## config.mk

```make
export PLATFORM = sky130hd
export DESIGN_NAME = ppd_top
export DESIGN_NICKNAME = d
export VERILOG_FILES = /design/src/ppd_pkg.sv /design/src/ppd_cfg_if.sv /design/src/ppd_pin_ctrl.sv /design/src/ppd_top.sv
export SDC_FILE = /design/constraint.sdc
export NUM_CORES = 1
export LEC_CHECK = 0
export BUFFER_PORTS_ARGS = -buffer_cell sky130_fd_sc_hd__buf_2
export CAP_MARGIN = 20
export CORE_AREA = 2 2 93 95
export DETAILED_ROUTE_END_ITERATION = 8
export DIE_AREA = 0 0 95 97
export GPL_ROUTABILITY_DRIVEN = 0
export PLACE_DENSITY = 0.83
export SLEW_MARGIN = 10
export SYNTH_ARGS = -nofsm -noshare
export SYNTH_HDL_FRONTEND = slang
export SYNTH_SLANG_ARGS = --single-unit
```

## constraint.sdc

```tcl
create_clock -name clk_sys -period 5.4 [get_ports clk_sys]
set_input_delay 0 -clock clk_sys [delete_from_list [all_inputs] [get_ports clk_sys]]
set_output_delay 0 -clock clk_sys [all_outputs]
set_load 0.03 [all_outputs]
```

## src/ppd_pkg.sv

```systemverilog
package ppd_pkg;
  // Port width and implemented pin positions
  localparam int          PPD_W         = 8;
  localparam logic [7:0]  PPD_PIN_MASK  = 8'hcf;  // Pins 7:6 and 3:0
  localparam logic [7:0]  PPD_IRQ_MASK  = 8'h0f;  // Interrupt-capable pins
  localparam int          PPD_RSVD_LO   = 4;      // Reserved field low bit
  localparam int          PPD_RSVD_HI   = 5;      // Reserved field high bit

  // Register byte offsets on the bus
  localparam logic [7:0]  PPD_OFF_DATA  = 8'h00;  // port_data_latch
  localparam logic [7:0]  PPD_OFF_DIR   = 8'h04;  // port_direction
  localparam logic [7:0]  PPD_OFF_PULL  = 8'h08;  // port_pull_enable
  localparam logic [7:0]  PPD_OFF_SLEW  = 8'h0c;  // port_slew_enable
  localparam logic [7:0]  PPD_OFF_DRIVE = 8'h10;  // port_drive_select
  localparam logic [7:0]  PPD_OFF_EDGE  = 8'h14;  // pin_edge_polarity_select
  localparam logic [7:0]  PPD_OFF_ISEL  = 8'h18;  // Pin interrupt select

  // Reset values
  localparam logic [7:0]  PPD_RST_REG   = 8'h00;
  localparam logic [31:0] PPD_RST_RDATA = 32'h0000_0000;

  // Bus encodings
  localparam logic [1:0]  PPD_HTRANS_NONSEQ = 2'h2;
  localparam logic        PPD_HRESP_OKAY    = 1'h0;
endpackage

```

## src/ppd_cfg_if.sv

```systemverilog
`timescale 1ns/100ps
// Pin configuration from register file to pin control
interface ppd_cfg_if;
  import ppd_pkg::*;
  logic [PPD_W-1:0] dir;    // Direction, 1 = output
  logic [PPD_W-1:0] latch;  // Data latch
  logic [PPD_W-1:0] pull;   // Pull enable
  logic [PPD_W-1:0] slew;   // Slew limit enable
  logic [PPD_W-1:0] drive;  // High drive select
  logic [PPD_W-1:0] edge_pol; // 1 = rising edge / pull-down where isel is set
  logic [PPD_W-1:0] isel;   // Pin used as interrupt input
  modport src (output dir, latch, pull, slew, drive, edge_pol, isel);
  modport dst (input  dir, latch, pull, slew, drive, edge_pol, isel);
endinterface

```

## src/ppd_pin_ctrl.sv

```systemverilog
`timescale 1ns/100ps
// Registered pad controls derived from the configuration
module ppd_pin_ctrl
  import ppd_pkg::*;
(
  input  wire logic             clk_sys,
  input  wire logic             rstn_sync,
  ppd_cfg_if.dst                cfg,
  output logic [PPD_W-1:0]      pin_out,
  output logic [PPD_W-1:0]      pin_oe,
  output logic [PPD_W-1:0]      pin_pull_en,
  output logic [PPD_W-1:0]      pin_pull_dn,
  output logic [PPD_W-1:0]      pin_slew_en,
  output logic [PPD_W-1:0]      pin_drive_hi
);
  logic [PPD_W-1:0] out_en;    // Output pins among implemented ones
  logic [PPD_W-1:0] pull_act;  // Pull device actually on

  assign out_en   = cfg.dir & PPD_PIN_MASK;
  assign pull_act = cfg.pull & ~cfg.dir & PPD_PIN_MASK;

  // Driver enable and driven level
  always_ff @(posedge clk_sys or negedge rstn_sync) begin
    if (!rstn_sync) begin
      pin_oe  <= PPD_RST_REG;
      pin_out <= PPD_RST_REG;
    end else begin
      pin_oe  <= out_en;
      pin_out <= cfg.latch & out_en;
    end
  end

  // Pull device on/off and direction
  always_ff @(posedge clk_sys or negedge rstn_sync) begin
    if (!rstn_sync) begin
      pin_pull_en <= PPD_RST_REG;
      pin_pull_dn <= PPD_RST_REG;
    end else begin
      pin_pull_en <= pull_act;
      pin_pull_dn <= pull_act & cfg.edge_pol & cfg.isel & PPD_IRQ_MASK;
    end
  end

  // Slew and drive only mean something on outputs
  always_ff @(posedge clk_sys or negedge rstn_sync) begin
    if (!rstn_sync) begin
      pin_slew_en  <= PPD_RST_REG;
      pin_drive_hi <= PPD_RST_REG;
    end else begin
      pin_slew_en  <= cfg.slew & out_en;
      pin_drive_hi <= cfg.drive & out_en;
    end
  end
endmodule

```

## src/ppd_top.sv

```systemverilog
`timescale 1ns/100ps
// Function
// - Direction bits 7:6,3:0 readable and writable
// - Direction 0: driver off, data reads pin
// - Direction 1: driver on, data reads latch
// - Bits 5:4 ignore writes, read zero
// - Pull enable bit switches pull device
// - Output pins keep pull device off
// - Pull-down only for rising-edge interrupt pins
// - Edge select picks pull-up or pull-down on interrupt-selected pins 3:0 only
// - Slew bit enables output slew limiting
// - Slew bit ignored on input pins
// - Data writes latch; outputs drive latch
// - Reset clears latch, pins inputs, no pulls
// - Drive bit selects strength, outputs only
module ppd_top
  import ppd_pkg::*;
(
  input  wire logic                  clk_sys,
  input  wire logic                  rstn,
  input  wire logic                  hsel,
  input  wire logic [31:0]           haddr,
  input  wire logic [1:0]            htrans,
  input  wire logic                  hwrite,
  input  wire logic [2:0]            hsize,
  input  wire logic [31:0]           hwdata,
  input  wire logic                  hready,
  output logic [31:0]                hrdata,
  output logic                       hreadyout,
  output logic                       hresp,
  input  wire logic [ppd_pkg::PPD_W-1:0] pin_in,
  output logic [ppd_pkg::PPD_W-1:0]  pin_out,
  output logic [ppd_pkg::PPD_W-1:0]  pin_oe,
  output logic [ppd_pkg::PPD_W-1:0]  pin_pull_en,
  output logic [ppd_pkg::PPD_W-1:0]  pin_pull_dn,
  output logic [ppd_pkg::PPD_W-1:0]  pin_slew_en,
  output logic [ppd_pkg::PPD_W-1:0]  pin_drive_hi
);
  import ppd_pkg::*;

  // Register map decode kinds
  typedef enum {
    PPD_R_DATA,
    PPD_R_DIR,
    PPD_R_PULL,
    PPD_R_SLEW,
    PPD_R_DRIVE,
    PPD_R_EDGE,
    PPD_R_ISEL,
    PPD_R_NONE
  } ppd_reg_t;

  logic [1:0]       rst_sync_q;  // Reset release chain
  logic             rstn_sync;   // Synchronised reset
  logic [PPD_W-1:0] pin_meta_q;  // First pin sampling stage
  logic [PPD_W-1:0] pin_sync_q;  // Pin level safe to read
  logic             wr_pend_q;   // Write data phase pending
  logic [7:0]       wr_addr_q;   // Address of pending write
  logic             rd_take;     // Read address phase accepted
  logic             wr_take;     // Write address phase accepted
  logic [PPD_W-1:0] wr_byte;     // Written byte, pin bits only
  ppd_reg_t         wr_kind;     // Target of pending write
  logic [PPD_W-1:0] rd_val;      // Value for a read
  logic [PPD_W-1:0] dir_q;       // port_direction
  logic [PPD_W-1:0] latch_q;     // port_data_latch
  logic [PPD_W-1:0] pull_q;      // port_pull_enable
  logic [PPD_W-1:0] slew_q;      // port_slew_enable
  logic [PPD_W-1:0] drive_q;     // port_drive_select
  logic [PPD_W-1:0] edge_q;      // pin_edge_polarity_select
  logic [PPD_W-1:0] isel_q;      // Interrupt pin select
  logic [31:0]      hrdata_q;    // Registered read data
  logic             hreadyout_q; // Registered ready

  ppd_cfg_if cfg ();  // Configuration to pin control

  // Offset to register kind, used by read and write paths
  function automatic ppd_reg_t ppd_decode(input logic [7:0] off);
    ppd_reg_t k;
    k = PPD_R_NONE;
    unique case (off)
      PPD_OFF_DATA:  k = PPD_R_DATA;
      PPD_OFF_DIR:   k = PPD_R_DIR;
      PPD_OFF_PULL:  k = PPD_R_PULL;
      PPD_OFF_SLEW:  k = PPD_R_SLEW;
      PPD_OFF_DRIVE: k = PPD_R_DRIVE;
      PPD_OFF_EDGE:  k = PPD_R_EDGE;
      PPD_OFF_ISEL:  k = PPD_R_ISEL;
      default:       k = PPD_R_NONE;  // Unmapped offsets
    endcase
    return k;
  endfunction

  // Reset release; assertion is immediate, release takes two edges
  always_ff @(posedge clk_sys or negedge rstn) begin
    if (!rstn) begin
      rst_sync_q <= 2'h0;
    end else begin
      rst_sync_q <= {rst_sync_q[0], 1'h1};
    end
  end
  assign rstn_sync = rst_sync_q[1];

  // Pin levels are asynchronous; two stages before anyone reads them
  always_ff @(posedge clk_sys or negedge rstn_sync) begin
    if (!rstn_sync) begin
      pin_meta_q <= PPD_RST_REG;
      pin_sync_q <= PPD_RST_REG;
    end else begin
      pin_meta_q <= pin_in;
      pin_sync_q <= pin_meta_q;
    end
  end

  // Address phase qualification
  assign rd_take = hsel & hready & (htrans == PPD_HTRANS_NONSEQ) & ~hwrite;
  assign wr_take = hsel & hready & (htrans == PPD_HTRANS_NONSEQ) & hwrite;
  assign wr_byte = hwdata[PPD_W-1:0] & PPD_PIN_MASK;
  assign wr_kind = wr_pend_q ? ppd_decode(wr_addr_q) : PPD_R_NONE;

  // Write address held until its data phase
  always_ff @(posedge clk_sys or negedge rstn_sync) begin
    if (!rstn_sync) begin
      wr_pend_q <= 1'h0;
      wr_addr_q <= 8'h00;
    end else begin
      wr_pend_q <= wr_take;
      if (wr_take) begin
        wr_addr_q <= haddr[7:0];
      end
    end
  end

  // Direction register
  always_ff @(posedge clk_sys or negedge rstn_sync) begin
    if (!rstn_sync) begin
      dir_q <= PPD_RST_REG;
    end else if (wr_kind == PPD_R_DIR) begin
      dir_q <= wr_byte;
    end
  end

  // Data latch
  always_ff @(posedge clk_sys or negedge rstn_sync) begin
    if (!rstn_sync) begin
      latch_q <= PPD_RST_REG;
    end else if (wr_kind == PPD_R_DATA) begin
      latch_q <= wr_byte;
    end
  end

  // Pull, slew and drive controls
  always_ff @(posedge clk_sys or negedge rstn_sync) begin
    if (!rstn_sync) begin
      pull_q  <= PPD_RST_REG;
      slew_q  <= PPD_RST_REG;
      drive_q <= PPD_RST_REG;
    end else begin
      if (wr_kind == PPD_R_PULL) begin
        pull_q <= wr_byte;
      end
      if (wr_kind == PPD_R_SLEW) begin
        slew_q <= wr_byte;
      end
      if (wr_kind == PPD_R_DRIVE) begin
        drive_q <= wr_byte;
      end
    end
  end

  // Interrupt-side settings that steer pull direction
  always_ff @(posedge clk_sys or negedge rstn_sync) begin
    if (!rstn_sync) begin
      edge_q <= PPD_RST_REG;
      isel_q <= PPD_RST_REG;
    end else begin
      // edge select only on interrupt pins
      if (wr_kind == PPD_R_EDGE) begin
        edge_q <= wr_byte & PPD_IRQ_MASK;
      end
      // interrupt select only on interrupt pins
      if (wr_kind == PPD_R_ISEL) begin
        isel_q <= wr_byte & PPD_IRQ_MASK;
      end
    end
  end

  // Read value chosen in the address phase
  always_comb begin
    rd_val = PPD_RST_REG;
    unique case (ppd_decode(haddr[7:0]))
      // pin level for inputs, latch for outputs
      PPD_R_DATA:  rd_val = (dir_q & latch_q) | (~dir_q & pin_sync_q);
      PPD_R_DIR:   rd_val = dir_q;
      PPD_R_PULL:  rd_val = pull_q;
      PPD_R_SLEW:  rd_val = slew_q;
      PPD_R_DRIVE: rd_val = drive_q;
      PPD_R_EDGE:  rd_val = edge_q;
      PPD_R_ISEL:  rd_val = isel_q;
      PPD_R_NONE:  rd_val = PPD_RST_REG;  // Unmapped reads zero
    endcase
  end

  // Bus answer; zero wait states, so ready simply stays high
  always_ff @(posedge clk_sys or negedge rstn_sync) begin
    if (!rstn_sync) begin
      hrdata_q    <= PPD_RST_RDATA;
      hreadyout_q <= 1'h1;
    end else begin
      hreadyout_q <= 1'h1;
      if (rd_take) begin
        // reserved and upper bits read zero
        hrdata_q <= {24'h000000, rd_val & PPD_PIN_MASK};
      end
    end
  end

  assign hrdata    = hrdata_q;
  assign hreadyout = hreadyout_q;
  assign hresp     = PPD_HRESP_OKAY;

  // Configuration handed to pin control
  assign cfg.dir      = dir_q;
  assign cfg.latch    = latch_q;
  assign cfg.pull     = pull_q;
  assign cfg.slew     = slew_q;
  assign cfg.drive    = drive_q;
  assign cfg.edge_pol = edge_q;
  assign cfg.isel     = isel_q;

  // Pad control flops
  ppd_pin_ctrl u_pin_ctrl (
    .clk_sys      (clk_sys),
    .rstn_sync    (rstn_sync),
    .cfg          (cfg),
    .pin_out      (pin_out),
    .pin_oe       (pin_oe),
    .pin_pull_en  (pin_pull_en),
    .pin_pull_dn  (pin_pull_dn),
    .pin_slew_en  (pin_slew_en),
    .pin_drive_hi (pin_drive_hi)
  );
endmodule

```

* Yosys cells after proc, flatten, opt, wreduce, memory -nomap -nowiden *
Index checks and enable logic that the tools add are counted.
W data, S select, Z words.

operators by class
  eq/ne operators = 26
  reductions and logical operators = 4
  mux-type cells = 4
  bitwise logic cells = 14

operators by type and width
  operator               count
  $eq A32 B4 Y1 const B  3
  $eq A32 B3 Y1 const B  2
  $logic_not A32 Y1      2
  $pmux W8 S8            1
  $eq A8 B5 Y1 const B   6
  $pmux W3 S7            2
  $and A8 B8 Y8          5
  $eq A32 B2 Y1 const B  1
  $eq A8 B4 Y1 const B   4
  $mux W32               1
  $eq A8 B3 Y1 const B   2
  $logic_not A8 Y1       2
  $eq A3 B3 Y1 const B   4
  $and A4 B4 Y4          2
  $not A8 Y8             1
  $or A8 B8 Y8           1
  $eq A3 B2 Y1 const B   2
  $and A1 B1 Y1          4
  $eq A3 B1 Y1 const B   1
  $eq A2 B2 Y1 const B   1
  $not A1 Y1             1

word-level totals
  word-level logic and storage cells = 67
  register bits = 111

* Longest topological paths before layout *
  depth after elaboration = 4
  gate-level depth with buffers = 5

* By module *
A second synthesis with hierarchy kept.

unflattened totals
  cell total of the unflattened synthesis = 314
  area, all modules = 4,227.8 um2

modules (own cells, without submodules)
  module        times used  area each (um2)  cells an instance
  ppd_top       1           3,062.9          237
  ppd_pin_ctrl  1           1,164.9          77

* Worst setup path after synthesis *
OpenSTA, ideal clock, no wires.

  path kind = flip-flop to flip-flop
  from = register wr_addr_q[7]
  to = register drive_q[0], in the netlist cfg.drive[0]
  period minus slack after synthesis = 1,699 ps
  stages on the path, launching flop included = 5
  arrival time = 1,574 ps
  slack = 3,701 ps
  cells stage by stage = dfrtp_1 nor4b_2 nand3b_2 nor3b_4 mux2_2

on the way
  longest elaborated chain between the ends = 4
  elaborated cells between the ends (all ways) = 10
  those cells by class = eq/ne: 7; mux: 2; reduce/logical: 1

ends and longest elaborated chain
  item                                  line            source
  start: declaration                    ppd_top.sv:58   logic [7:0] wr_addr_q;
  start signal: assignment              ppd_top.sv:128  wr_addr_q <= haddr[7:0];
  $eq A8 B5 Y1 (tied with other cells)  ppd_top.sv:80   unique case (off)
  $pmux W3 S7 *                         ppd_top.sv:80
  $mux W32 *                            ppd_top.sv:118  assign wr_kind = wr_pend_q ? ppd_decode(wr_addr_q) : PPD_R_NONE;
  $eq A32 B4 Y1 *                       ppd_top.sv:164  if (wr_kind == PPD_R_DRIVE) begin
  end signal: assignment                ppd_top.sv:165  drive_q <= wr_byte;
  end: declaration                      ppd_top.sv:68   logic [PPD_W-1:0] drive_q;

Mark *: on every way between the ends. The rest lies on a longest branch, timed or not.
A chain may end at the register's enable or synchronous reset.

* Final worst setup path *
  from = register wr_addr_q[7]
  to = register pull_q[0], in the netlist cfg.pull[0]

on the way
  longest elaborated chain between the ends = 4
  elaborated cells between the ends (all ways) = 10
  those cells by class = eq/ne: 7; mux: 2; reduce/logical: 1

ends and longest elaborated chain
  item                                  line            source
  $eq A8 B5 Y1 (tied with other cells)  ppd_top.sv:80
  $pmux W3 S7 *                         ppd_top.sv:80
  $mux W32 *                            ppd_top.sv:118
  $eq A32 B3 Y1 *                       ppd_top.sv:158  if (wr_kind == PPD_R_PULL) begin
  end signal: assignment                ppd_top.sv:159  pull_q <= wr_byte;
  end: declaration                      ppd_top.sv:66   logic [PPD_W-1:0] pull_q;

Marks and branches as above.

==> reports/summary.txt <==
outcome -> finished clean
vias in the first global route -> 2448
CP Capture Type -> flip-flop
via count -> 2485
Synth warnings -> 0
DIE WIDTH -> 95 µm
VDD IR-drop max -> 0.000236 V
port buffer count -> 66
vias per inst -> 4.84
Crit Path Class -> reg2reg
Mapped Area -> 4180 µm²
Mapped Avg Cell Area -> 13.2 µm²
crit path DAT -> 2270 ps
TritonCTS clock tree -> built
Site Rows -> 33
final hold slack -> 87.9 ps
setup TNS -> 0 ps
Hold Path Depth -> 3
Worst slew margin -> 0.507
most frequent cells after synthesis -> dfrtp_1, mux2_2, buf_4, and2_1, nor2b_1
final hold vios -> 0
Post-Synth XOR/XNOR Area -> 0
leakage -> 2.46 nW
Reg clk slew, reported paths -> 80 ps
Layout Utilization -> 0.599
Hold Path Class -> in2reg
Post-synth EDFFs -> 0
Worst EP required -> 5640 ps
cts bufs inserted -> 9
CP Max Fanout -> 6
reg-to-reg endpoint -> cfg.pull[0]
setup slack, reg-to-reg -> 3370 ps
Worst Hold Launch -> hwrite
Ant. Diodes -> 0
flops & latches, synth -> 101
max reg flops -> 8
CTS Hold Buffers Added -> 19
global-route wire length before repair -> 12400 µm
RSZ-0062 raised after global routing -> no
Final WS setup -> 3370 ps
top post-synthesis cells by area -> dfrtp_1, mux2_2, buf_4, and2_1, o31ai_1
die area -> 9220 µm²
fmax -> 492 MHz
IO Pins -> 164
largest family of logic cells by synthesized area -> multiplexers
async set-reset flop share out of synthesis -> 1.00
placed inst area -> 4460 µm²
Biggest register -> wr_addr_q
Overall Global Routing Usage -> 0.178
fin. max-slew vios -> 0
CTS max path bufs -> 2
postcts setup bufs -> 0
post-CTS resize count -> 0
layout cells sized above 1 -> 0.328
H-tree depth -> 3
initial DRC count -> 101
cell taking the most area after synthesis -> dfrtp_1
drt total wl -> 7690 µm
post-synthesis compound-gate area fraction -> 0.0526
antenna viol nets, final -> 0
largest net degree at the start of global routing -> 63
Skew-Pair Late Insertion Delay -> 350 ps
adder-cell area share of the yosys netlist -> 0
post-route DRC violation count -> 0
nets -> 485
Initial Util -> 0.514
initial antenna violation count -> 0
skew final -> 9.37 ps
Top FF cell, synth -> dfrtp_1
Worst R2R Start -> wr_addr_q[7]
minimum clock period -> 2030 ps
endpoints failing setup -> 0
Simple-Gate Fraction of Synth Area -> 0.111
Die Y -> 97 µm
FF-to-FF path depth -> 4
core area -> 8130 µm²
Syn Inst Count -> 316
design area -> 4870 µm²
Clock Tree Root -> clkbuf_8
Tcrit/Tclk final -> 0.376
maxcap violations -> 0
post-placement worst setup slack -> 3380 ps
area grow syn2layout -> 16.5%
crit start category -> flip-flop
power density over cell area -> 318 nW/µm²
mux share of post-synthesis cell area -> 0.140
share of the synthesized area in the top cell type -> 0.604
Seq/Total Area, Yosys -> 0.604
DR WL/cell -> 15.0 µm
CTS sink count -> 101
fillers -> 657
worst-margin pin slew -> 740 ps
top-count cell post-synth -> dfrtp_1
HPWL Detailed -> 5110 µm
total grt overflow -> 0
Min-Delay Endpoint -> wr_pend_q
DRT Pass-1 Iters -> 5
Distinct cells, synth -> 33
-- routing by layer --
| metal | up-vias | wire length (µm) | global-route usage |
|---|---|---|---|
| met5 | - | 0 | 0 |
| met4 | 0 | 132 | 0.0680 |
| met3 | 15 | 429 | 0.0327 |
| met2 | 84 | 3910 | 0.294 |
| met1 | 1214 | 3220 | 0.231 |
| li1 | 1172 | - | - |
-- cells in the final DEF, fill, tap and decap left out, types with 3 or more instances in the layout --
cell           synthesis  routed
dfrtp_1              101     100
buf_2                  3      66
mux2_2                45      45
conb_1                 2      43
dlygate4sd3_1          0      19
and2_1                17      17
nor2b_1               13      13
nand2_1               12      12
o31ai_1               11      11
clkbuf_8               0      11
mux2i_1                8       8
nor2_1                 7       7
inv_1                  6       6
a21oi_1                5       5
and3_1                 4       4
o21ai_0                4       4
nand2b_1               4       4
a221oi_1               3       3
o2bb2ai_1              3       3
nor3b_1                3       3
a211oi_1               3       3
nand3b_1               3       3
-- critical path: stages, from the launching register on --
cell and delay [ps]:
dfrtp_1 400, nor4b_2 390, nand3b_2 240, nor3b_4 490, mux2_2 400
-- stage by stage --
step / cells / total power [W]
6_report: 513 / 0.00155
5_1_grt: 513 / 0.00162
4_1_cts: 513 / 0.00156
3_5_place_dp: 478 / 0.00103
3_3_place_gp: 478 / 0.00102
2_1_floorplan: 357 / 0.00101
-- logic make-up after synthesis --
| group | after synthesis |
|---|---|
| AO/OA/AOI/OAI | 31 |
| buffers and inverters | 57 |
| flip-flops | 101 |
| multiplexers | 53 |
| other | 2 |
| AND/OR/NAND/NOR | 72 |
-- report_power, final --
| group | switching (W) | leakage, nW | internal, W |
|---|---|---|---|
| Combinational | 0.000113 | 1.04 | 0.0000676 |
| Clock | 0.000237 | 0.116 | 0.000285 |
| Sequential | 0.0000395 | 1.30 | 0.000805 |
-- worst max-delay path by stage --
stage	from	to	slack, ps
floorplan	rst_sync_q[1]	cfg.dir[0]	2380
global placement	wr_addr_q[7]	cfg.pull[6]	3430
detailed placement	wr_addr_q[7]	cfg.drive[7]	3380
CTS	wr_addr_q[7]	cfg.drive[7]	3360
global route	wr_addr_q[7]	cfg.isel[2]	3280
finish	wr_addr_q[7]	cfg.pull[0]	3370
-- final cells by class --
| class | count | area, µm² | area share |
|---|---|---|---|
| clock inverter | 4 | 70.1 | 0.0144 |
| tap | 105 | 131 | 0.0270 |
| inverter | 6 | 22.5 | 0.00462 |
| timing repair buffer | 86 | 528 | 0.108 |
| multi-input combinational | 199 | 1430 | 0.294 |
| sequential | 101 | 2530 | 0.520 |
| clock buffer | 12 | 155 | 0.0318 |
Note: power is estimated with default switching activity, not from simulation.
